### src/part_pkg.sv
// package for the 8-bit auto-reload pwm timer: register map, fields, resets
// assumes nothing beyond a systemverilog compiler
`default_nettype none
package part_pkg;
  localparam logic [7:0] ADDR_DUTY3 = 8'h31;
  localparam logic [7:0] ADDR_DUTY2 = 8'h32;
  localparam logic [7:0] ADDR_DUTY1 = 8'h33;
  localparam logic [7:0] ADDR_DUTY0 = 8'h34;
  localparam logic [7:0] ADDR_PWM_CTRL = 8'h35;
  localparam logic [7:0] ADDR_TIMER_CS = 8'h36;
  localparam logic [7:0] ADDR_CNT_LIVE = 8'h37;
  localparam logic [7:0] ADDR_RELOAD = 8'h38;
  localparam logic [7:0] ADDR_CAP_CS = 8'h39;
  localparam logic [7:0] ADDR_CAP_VAL1 = 8'h3a;
  localparam logic [7:0] ADDR_CAP_VAL2 = 8'h3b;
  // timer_control_status field positions
  localparam int BIT_EXT_CLK = 7;
  localparam int BIT_PRESC_HI = 6;
  localparam int BIT_PRESC_LO = 4;
  localparam int BIT_RUN = 3;
  localparam int BIT_FORCE_RELOAD = 2;
  localparam int BIT_OVF_IE = 1;
  localparam int BIT_OVF = 0;
  // capture_control_status field positions
  localparam int BIT_CAP_EDGE_LO = 4;
  localparam int BIT_CAP_IE_LO = 2;
  localparam int BIT_CAP_FLAG_LO = 0;
  localparam logic [7:0] REG_RESET = 8'h00;
  localparam logic [7:0] CNT_MAX = 8'hff;
  localparam logic [6:0] PRESC_RESET = 7'h00;
  // software request from the register port
  typedef struct packed {
    logic [7:0] addr;
    logic [7:0] wdata;
    logic wr;
    logic rd;
  } part_bus_s;
endpackage
`default_nettype wire

### src/part_capture.sv
// one input capture channel: edge detect, latch, sticky flag
// assumes the capture pin is synchronous to i_ref_clk
`timescale 1ns/1ps
`default_nettype none
module part_capture (
  // clock and reset
  input wire logic i_ref_clk,
  input wire logic i_rst_n,
  // control
  input wire logic i_rising,
  input wire logic i_value_read,
  input wire logic [7:0] i_count,
  input wire logic i_pin,
  // state
  output logic o_flag,
  output logic [7:0] o_value
);
  logic pin_q;
  logic flag_q;
  logic [7:0] value_q;
  logic edge_hit;
  assign edge_hit = i_rising ? (i_pin & ~pin_q) : (~i_pin & pin_q);
  assign o_flag = flag_q;
  assign o_value = value_q;
  always_ff @(posedge i_ref_clk or negedge i_rst_n) begin
    if (!i_rst_n) begin
      pin_q <= 1'b0;
      flag_q <= 1'b0;
      value_q <= part_pkg::REG_RESET;
    end else begin
      pin_q <= i_pin;
      if (edge_hit && !flag_q) begin
        flag_q <= 1'b1;
        value_q <= i_count;
      end else if (i_value_read) begin
        flag_q <= 1'b0;
      end
    end
  end
endmodule
`default_nettype wire

### src/part_prescaler.sv
// 7-bit prescaler producing a one-cycle counter tick
// assumes the external clock input is already synchronous to i_ref_clk
`timescale 1ns/1ps
`default_nettype none
module part_prescaler #(
  parameter int WIDTH = 7
) (
  // clock and reset
  input wire logic i_ref_clk,
  input wire logic i_rst_n,
  // control
  input wire logic i_run,
  input wire logic i_clear,
  input wire logic i_ext_sel,
  input wire logic i_ext_clk,
  input wire logic [2:0] i_div_sel,
  // tick out
  output logic o_tick
);
  if (WIDTH != 7) begin : g_bad_width
    $error("prescaler width must be 7");
  end
  logic [WIDTH-1:0] count_q;
  logic ext_q;
  logic in_pulse;
  logic [WIDTH-1:0] mask;
  // external clock counts on its rising edges only
  assign in_pulse = i_ext_sel ? (i_ext_clk & ~ext_q) : 1'b1;
  assign mask = WIDTH'((8'h01 << i_div_sel) - 8'h01);
  // divide by two to the select
  assign o_tick = i_run & in_pulse & ((count_q & mask) == mask);
  always_ff @(posedge i_ref_clk or negedge i_rst_n) begin
    if (!i_rst_n) begin
      count_q <= part_pkg::PRESC_RESET;
      ext_q <= 1'b0;
    end else begin
      ext_q <= i_ext_clk;
      if (i_clear) begin
        count_q <= part_pkg::PRESC_RESET;
      end else if (i_run && in_pulse) begin
        count_q <= count_q + 7'h01;
      end
    end
  end
endmodule
`default_nettype wire

### src/part_timer.sv
// 8-bit auto-reload pwm timer with four pwm outputs and two captures
// assumes inputs synchronous to i_ref_clk and a one-cycle strobe bus
`timescale 1ns/1ps
`default_nettype none
module part_timer #(
  parameter int CHANNELS = 4,
  parameter int CAPTURES = 2
) (
  // clock and reset
  input wire logic i_ref_clk,
  input wire logic i_rst_n,
  // register port
  input wire logic [7:0] i_addr,
  input wire logic [7:0] i_wdata,
  input wire logic i_wr,
  input wire logic i_rd,
  output logic [7:0] o_rdata,
  // pins
  input wire logic i_ext_clk,
  input wire logic [CAPTURES-1:0] i_capture_pin,
  output logic [CHANNELS-1:0] o_pwm,
  output logic [CHANNELS-1:0] o_pwm_oe_n,
  // interrupt requests
  output logic o_overflow_irq,
  output logic [CAPTURES-1:0] o_capture_irq
);
  // the register map only has room for four channels and two captures
  if (CHANNELS != 4 || CAPTURES != 2) begin : g_bad_size
    $error("four pwm channels and two captures are required");
  end

  part_pkg::part_bus_s bus;
  assign bus = '{addr: i_addr, wdata: i_wdata, wr: i_wr, rd: i_rd};

  function automatic logic hit(input logic [7:0] a, input logic [7:0] r);
    return a == r;
  endfunction

  // decoded strobes
  logic wr_duty3, wr_duty2, wr_duty1, wr_duty0;
  logic wr_pwm_ctrl, wr_timer_cs, wr_cnt_live, wr_reload, wr_cap_cs;
  logic rd_timer_cs, rd_cap1, rd_cap2;
  assign wr_duty3 = bus.wr & hit(bus.addr, part_pkg::ADDR_DUTY3);
  assign wr_duty2 = bus.wr & hit(bus.addr, part_pkg::ADDR_DUTY2);
  assign wr_duty1 = bus.wr & hit(bus.addr, part_pkg::ADDR_DUTY1);
  assign wr_duty0 = bus.wr & hit(bus.addr, part_pkg::ADDR_DUTY0);
  assign wr_pwm_ctrl = bus.wr & hit(bus.addr, part_pkg::ADDR_PWM_CTRL);
  assign wr_timer_cs = bus.wr & hit(bus.addr, part_pkg::ADDR_TIMER_CS);
  assign wr_cnt_live = bus.wr & hit(bus.addr, part_pkg::ADDR_CNT_LIVE);
  assign wr_reload = bus.wr & hit(bus.addr, part_pkg::ADDR_RELOAD);
  assign wr_cap_cs = bus.wr & hit(bus.addr, part_pkg::ADDR_CAP_CS);
  assign rd_timer_cs = bus.rd & hit(bus.addr, part_pkg::ADDR_TIMER_CS);
  assign rd_cap1 = bus.rd & hit(bus.addr, part_pkg::ADDR_CAP_VAL1);
  assign rd_cap2 = bus.rd & hit(bus.addr, part_pkg::ADDR_CAP_VAL2);

  // software registers
  logic [7:0] duty_q [CHANNELS];
  logic [7:0] compare_q [CHANNELS];
  logic [7:0] pwm_ctrl_q;
  logic [7:0] timer_cs_q;
  logic [7:0] reload_q;
  logic [5:0] cap_cs_q;
  logic [7:0] count_q;
  logic [CHANNELS-1:0] start_q;
  logic ovf_q;
  logic [7:0] rdata_q;

  // control fields
  logic ext_sel, run, ovf_ie, force_reload;
  logic [2:0] div_sel;
  logic [CAPTURES-1:0] cap_edge, cap_ie, cap_flag;
  logic [7:0] cap_val [CAPTURES];
  logic tick, overflow, presc_clear;
  assign ext_sel = timer_cs_q[part_pkg::BIT_EXT_CLK];
  assign div_sel = timer_cs_q[part_pkg::BIT_PRESC_HI:part_pkg::BIT_PRESC_LO];
  assign run = timer_cs_q[part_pkg::BIT_RUN];
  assign ovf_ie = timer_cs_q[part_pkg::BIT_OVF_IE];
  assign force_reload = wr_timer_cs & bus.wdata[part_pkg::BIT_FORCE_RELOAD];
  assign cap_edge = cap_cs_q[part_pkg::BIT_CAP_EDGE_LO +: CAPTURES];
  assign cap_ie = cap_cs_q[part_pkg::BIT_CAP_IE_LO +: CAPTURES];
  // counter write also restarts the prescaler from a known point
  assign presc_clear = force_reload | wr_cnt_live;
  // overflow is the tick at maximum count
  assign overflow = tick & (count_q == part_pkg::CNT_MAX);

  part_prescaler #(
    .WIDTH(7)
  ) u_presc (
    .i_ref_clk(i_ref_clk),
    .i_rst_n(i_rst_n),
    .i_run(run),
    .i_clear(presc_clear),
    .i_ext_sel(ext_sel),
    .i_ext_clk(i_ext_clk),
    .i_div_sel(div_sel),
    .o_tick(tick)
  );

  // register storage
  always_ff @(posedge i_ref_clk or negedge i_rst_n) begin
    if (!i_rst_n) begin
      pwm_ctrl_q <= part_pkg::REG_RESET;
      timer_cs_q <= part_pkg::REG_RESET;
      reload_q <= part_pkg::REG_RESET;
      cap_cs_q <= 6'h00;
    end else begin
      if (wr_pwm_ctrl) begin
        pwm_ctrl_q <= bus.wdata;
      end
      // force reload bit is never stored
      if (wr_timer_cs) begin
        timer_cs_q <= {bus.wdata[7:3], 1'b0, bus.wdata[1:0]};
      end
      if (wr_reload) begin
        reload_q <= bus.wdata;
      end
      // flag bits of the capture status are hardware owned
      if (wr_cap_cs) begin
        cap_cs_q <= {bus.wdata[5:2], 2'b00};
      end
    end
  end

  // counter and overflow flag
  always_ff @(posedge i_ref_clk or negedge i_rst_n) begin
    if (!i_rst_n) begin
      count_q <= part_pkg::REG_RESET;
      ovf_q <= 1'b0;
    end else begin
      if (force_reload) begin
        count_q <= reload_q;
      end else if (wr_cnt_live) begin
        count_q <= bus.wdata;
      end else if (overflow) begin
        count_q <= reload_q;
      end else if (tick) begin
        count_q <= count_q + 8'h01;
      end
      if (overflow) begin
        ovf_q <= 1'b1;
      end else if (rd_timer_cs) begin
        ovf_q <= 1'b0;
      end
    end
  end

  // duty registers, hidden compares, period-start state
  genvar g;
  generate
    for (g = 0; g < CHANNELS; g++) begin : g_chan
      logic wr_duty;
      logic cmp_high;
      // duty_cycle_ch0 sits at the highest offset
      assign wr_duty = (g == 0) ? wr_duty0 : (g == 1) ? wr_duty1 :
                       (g == 2) ? wr_duty2 : wr_duty3;
      assign cmp_high = (count_q <= compare_q[g]);
      always_ff @(posedge i_ref_clk or negedge i_rst_n) begin
        if (!i_rst_n) begin
          duty_q[g] <= part_pkg::REG_RESET;
          compare_q[g] <= part_pkg::REG_RESET;
          start_q[g] <= 1'b0;
        end else begin
          if (wr_duty) begin
            duty_q[g] <= bus.wdata;
          end
          if (overflow) begin
            compare_q[g] <= duty_q[g];
          end
          start_q[g] <= cmp_high;
        end
      end
      // polarity applied combinationally, acts at once
      // second edge where counter passes compare
      assign o_pwm[g] = (start_q[g] ^ pwm_ctrl_q[g]) & pwm_ctrl_q[g + 4];
      assign o_pwm_oe_n[g] = ~pwm_ctrl_q[g + 4];
    end
  endgenerate

  // capture channels
  logic [CAPTURES-1:0] cap_read;
  assign cap_read = {rd_cap2, rd_cap1};
  generate
    for (g = 0; g < CAPTURES; g++) begin : g_cap
      part_capture u_cap (
        .i_ref_clk(i_ref_clk),
        .i_rst_n(i_rst_n),
        .i_rising(cap_edge[g]),
        .i_value_read(cap_read[g]),
        .i_count(count_q),
        .i_pin(i_capture_pin[g]),
        .o_flag(cap_flag[g]),
        .o_value(cap_val[g])
      );
    end
  endgenerate

  assign o_overflow_irq = ovf_ie & ovf_q;
  assign o_capture_irq = cap_ie & cap_flag;

  // read mux; unmapped offsets read zero
  logic [7:0] rdata_d;
  assign rdata_d =
    hit(bus.addr, part_pkg::ADDR_DUTY3) ? duty_q[3] :
    hit(bus.addr, part_pkg::ADDR_DUTY2) ? duty_q[2] :
    hit(bus.addr, part_pkg::ADDR_DUTY1) ? duty_q[1] :
    hit(bus.addr, part_pkg::ADDR_DUTY0) ? duty_q[0] :
    hit(bus.addr, part_pkg::ADDR_PWM_CTRL) ? pwm_ctrl_q :
    hit(bus.addr, part_pkg::ADDR_TIMER_CS) ? {timer_cs_q[7:1], ovf_q} :
    hit(bus.addr, part_pkg::ADDR_CNT_LIVE) ? count_q :
    hit(bus.addr, part_pkg::ADDR_RELOAD) ? reload_q :
    hit(bus.addr, part_pkg::ADDR_CAP_CS) ? {2'b00, cap_cs_q[5:2], cap_flag} :
    hit(bus.addr, part_pkg::ADDR_CAP_VAL1) ? cap_val[0] :
    hit(bus.addr, part_pkg::ADDR_CAP_VAL2) ? cap_val[1] :
    8'h00;
  always_ff @(posedge i_ref_clk or negedge i_rst_n) begin
    if (!i_rst_n) begin
      rdata_q <= part_pkg::REG_RESET;
    end else if (bus.rd) begin
      rdata_q <= rdata_d;
    end else begin
      rdata_q <= 8'h00;
    end
  end
  assign o_rdata = rdata_q;
endmodule
`default_nettype wire

### config.mk
export PLATFORM = sky130hd
export DESIGN_NAME = part_timer
export DESIGN_NICKNAME = d
export VERILOG_FILES = /design/src/part_pkg.sv /design/src/part_capture.sv /design/src/part_prescaler.sv /design/src/part_timer.sv
export SDC_FILE = /design/constraint.sdc
export NUM_CORES = 1
export LEC_CHECK = 0
export BUFFER_PORTS_ARGS = -buffer_cell sky130_fd_sc_hd__clkbuf_2
export CAP_MARGIN = 20
export CORE_MARGIN = 1
export CORE_UTILIZATION = 40
export CTS_BUF_LIST = sky130_fd_sc_hd__clkbuf_4
export CTS_CLUSTER_DIAMETER = 40
export DETAILED_ROUTE_END_ITERATION = 10
export SETUP_SLACK_MARGIN = 0.5
export SKIP_CTS_REPAIR_TIMING = 1
export SYNTH_ARGS = -nofsm -noshare
export SYNTH_HDL_FRONTEND = slang
export SYNTH_HIERARCHICAL = 1
export SYNTH_SLANG_ARGS = --single-unit
### constraint.sdc
create_clock -name i_ref_clk -period 5.4 [get_ports i_ref_clk]
set_input_delay 0.81 -clock i_ref_clk [delete_from_list [all_inputs] [get_ports i_ref_clk]]
set_output_delay 0.81 -clock i_ref_clk [all_outputs]
set_load 0.05 [all_outputs]
; ---- Word-level counts from Yosys, hierarchy flattened
; Cells that the tools add are included.
[op_classes]
add_sub_neg = 3
n_mul = 0
div = 0
order_cmp = 4
eq_ne = 13
shift = 1
n_mux = 27
bitwise_logic = 42
reduce_logical = 10
[ops]
columns = op, count
row1 = 8-bit 2-to-1 mux, 16
row2 = 8-bit by 6-bit equality test with 1-bit output (second input constant), 11
row3 = 8-bit <= comparator, 4
row4 = 1-bit AND, 26
row5 = 7-bit 2-to-1 mux, 2
row6 = 1-bit 2-to-1 mux, 9
row7 = 1-bit NOT, 9
row8 = 8-bit by 1-bit adder with 8-bit output (second input constant), 1
row9 = 8-bit equality test (second input constant), 1
row10 = 2-bit nonzero test, 4
row11 = 7-bit by 1-bit adder with 7-bit output (second input constant), 1
row12 = 7-bit AND, 1
row13 = 7-bit equality test, 1
row14 = 1-bit by 3-bit left shift with 7-bit output (first input constant), 1
row15 = 7-bit by 1-bit subtractor with 7-bit output (second input constant), 1
row16 = 4-bit nonzero test, 1
row17 = 1-bit bitwise XOR, 4
row18 = 1-bit logical AND, 3
row19 = 2-bit AND, 1
row20 = 1-bit logical NOT, 2
row21 = 1-bit bitwise OR, 1
[totals]
regBits = 140
latchBits = 0
ram_bits = 0
mem_bits_ro = 0
in_bits = 23
output_inout_bits = 19
word_cells = 127
memories = 0

; ---- Depth between registers and ports, before layout
[logic_depth]
depth_word = 13
ltp_mapped = 10
ltp_nobuf = 9

; ---- Modules after synthesis
; Netlist, hierarchy kept.
[modules_own_cells]
columns = mod, instances, cells_per_inst, area_per_inst_um2, seq_area_each_um2
row1 = part_timer, 1, 608, 6199.7, 2777.7
row2 = part_capture, 2, 73, 737.0, 250.2
row3 = part_prescaler, 1, 48, 462.9, 200.2

; ---- Worst setup path before layout
; Ideal clock, no wire load.
[synth_path]
kind = input to register
from = input i_ext_clk
to = register count_q[1] (netlist name)
setup_ps = 126
arrival_ps = 2539
t_required_ps = 5274
path_slack_ps = 2735
stages = 9
path_buffers = 1
path_cell_list = nand2b_2 > a21oi_1 > o211a_1 > nand2_1 > or3_1 > clkbuf_1 > o21ai_2 > nor3_1 > a221o_1
[synth_rtl]
columns = element, line
row1 = "start, declared", part_timer.sv:19  ; input wire logic i_ext_clk,

==> run metrics <==
status=finished, final reports clean; gr usage total=0.235; maximum vdd drop=0.164 mV; CTS sink cnt=139; clock skew=0.0266 ns; Worst slew margin=0.336; critical path class=reg -> reg; # rows=51; core area=0.0197 sq mm; vias in the first global route=6001; chip height=145 um; htree depth=4; cells along the critical path=nand4_1 > or3_1 > o21ai_2 > nor3_1 > a221o_1; number of vias per cell=5.71; Port-buffer cells=41; CP Capture Type=flip-flop; GR Overflow Total=0; Max Slew Vio Count=0; setup TNS=0 ns; Synth Area in Compound Gates=0.173; crit path buf inv count=0; Num CTS Buffers=17; first-pass GRT wire length=35700 um; DRC=0; Synth-to-Final Area Change=7.35%; Synth Net Count=859; largest family of logic cells by synthesized area=compound AO/OA/AOI/OAI gates; Synth Flop Type=dfrtp_1; Switching Fraction=0.358; die area=0.0209 sq mm; Leak Pwr=0.00395 uW; worst endpoint data arrival time=3.28 ns; worst-margin pin slew=0.988 ns; Syn Area/Cell=10.1 sq um; RSZ-0062 raised after global routing=false; synthesized area=0.00814 sq mm; Detail Route Antenna Nets=0; wire per inst=20.6 um; CP Launch Type=flip-flop; Synth top area share=0.427; max_cap viols=0; crit path max fanout=16; Max Freq=354 MHz; Finish-stage setup viols=0; Final WS setup=2.58 ns; Seq cells post-synth=139; layout cell share with drive strength beyond 1=0.196; DIE WIDTH=145 um; total power=2580 uW; fin crit share=0.523; Post-Route WL=22600 um; HP Class=in -> async; final hold violations=0; detailed placement HPWL=15400 um; largest net degree at the start of global routing=99; DR pass1 iterations=4; mux contribution to synthesized area=0.127; EDFF count, synth=0; Synth area leader=dfrtp_1; GPL Wtd Cong=0.925; combinational power share=0.193; power per cell area=296 mW/mm^2; DR iter-0 viols=472; met1 global-route usage=0.339; top post-synthesis cells by area=dfrtp_1, mux2_2, ha_1; clk buf depth=2; layer with the highest usage=met2; clock transition at the registers of the reported paths=0.13 ns; Crit path largest cell delay=0.99 ns; Period minus WS final=2.82 ns; NetSw=926 uW; YS warnings=6; Critical-path top delay cell=dfrtp_1; total number of vias=6273; CTS tree=yes; R2R Setup Slk=2.58 ns; initial antenna violation count=1; Reg power frac=0.512; dpl ws=2.06 ns; sequential-to-total area share from yosys stat=0.427; XOR/XNOR share of the synthesized area=0.0151; Worst Path Required=5.85 ns; Clk pwr share=0.295; Synth Area in Simple Gates=0.138; Syn Inst Count=802; Adder-Cell Fraction of Synth Area=0.0523; CP delay by family, top=simple AND/OR/NAND/NOR gates; Starting Density=0.413; Synth async-reset ratio=1.00; worst skew pair latency=0.57 ns; clock tree root buffer cell=clkbuf_4; Nets=876; final hold slack=0.311 ns; met2 Track Usage GR=0.346; Top Ports=42; met3 Use GR=0.0507; Synth cell types=69; internal power=1660 uW
## registers in the layout, summed over array words and instances, names as in the netlist
register,flops
u_presc/ext_q,1
ovf_q,1
pwm_ctrl_q,8
reload_q,8
timer_cs_q,6
o_rdata,8
start_q,4
g_cap.u_cap/pin_q,2
count_q,8
g_cap.u_cap/o_flag,2
g_cap.u_cap/o_value,16
duty_q,32
compare_q,32
cap_cs_q,4
u_presc/count_q,7
## cells by family after synthesis
group / Yosys count
flip-flops: 139
buffers and inverters: 112
multiplexers: 83
XOR/XNOR: 14
AO/OA/AOI/OAI: 200
adder cells (fa/ha/maj): 34
AND/OR/NAND/NOR: 220
## cell type report
cell class	count	area, sq um
diodes	1	2.50
well taps	265	332
fillers	1901	11000
inverters	64	240
clock buffers	18	135
repair buffers	46	249
clock inverters	14	183
multi-input cells	551	4120
flip-flops and latches	139	3480
## per-stage QoR
stage	util	instance area, sq um	cells
2_1_floorplan	-	8140	802
3_3_place_gp	0.427	8410	1065
3_5_place_dp	0.427	8410	1065
4_1_cts	0.443	8730	1097
5_1_grt	0.443	8730	1098
6_report	0.443	8730	1098
## synth_stat cells, types with 3 or more instances
master    count
o32ai_1      16
o21ai_0      59
o211ai_1      4
a31oi_1       3
nor2b_1      23
mux2_4       12
nand2b_1     10
a221oi_2      4
nand3_1      17
buf_6        12
or3_1         5
nand2_1      77
xnor2_1      12
mux2i_1      18
o21a_1       25
a221oi_1     16
buf_4         4
clkbuf_1     16
o22ai_1       6
mux4_2        7
a32oi_1       3
dfrtp_1     139
and2b_2       3
nand4_1       4
and2_1        4
inv_1        64
nor2_1       31
a21o_1        6
a21oi_1      31
ha_1         34
nor3_1       14
mux2_2       46
nor4_1       17
buf_2        12
## power by group through the flow
stage | registers (uW) | clock network, uW | logic [uW]
CTS | 1320 | 785 | 499
finish | 1320 | 763 | 498
global placement | 1340 | 0 | 491
global route | 1330 | 834 | 566
floorplan | 1230 | 0 | 362
detailed placement | 1340 | 0 | 494
## final timing paths
check	startpoint	end	cells past startpoint
worst max-delay path	count_q[3]	count_q[1]	5
worst min-delay path	i_rst_n	compare_q[9]	1
worst max register to register	count_q[3]	count_q[1]	5
worst min register to register	pwm_ctrl_q[4]	pwm_ctrl_q[4]	1
max in group asynchronous	i_rst_n	g_cap[1].u_cap/pin_q	2
min in group i_ref_clk	i_ext_clk	u_presc/ext_q	1
## metal layers
metal,part of all wire,vias up
li1,-,2936
met1,0.48,3103
met2,0.44,195
met3,0.058,39
met4,0.025,0
met5,0,-
## cell usage in the layout, fill, tap and decap left out, types with 12 or more instances in the layout
master	Yosys	routed
a221oi_1	16	16
o32ai_1	16	16
a21oi_1	31	31
nor3_1	14	13
clkbuf_4	2	18
nand3_1	17	17
clkbuf_2	0	40
mux2_4	12	12
o21ai_0	59	59
nand2_1	77	77
nor2_1	31	31
o21a_1	25	25
dfrtp_1	139	139
mux2i_1	18	18
inv_1	64	64
nor2b_1	23	23
ha_1	34	34
mux2_2	46	46
nor4_1	17	17
xnor2_1	12	12
## worst register-to-register path: stages (launching register included)
cell     delay, ns
dfrtp_1       0.99
nand4_1       0.33
or3_1         0.67
o21ai_2       0.37
nor3_1        0.09
a221o_1       0.27
Note: power is estimated with default switching activity, not from simulation.
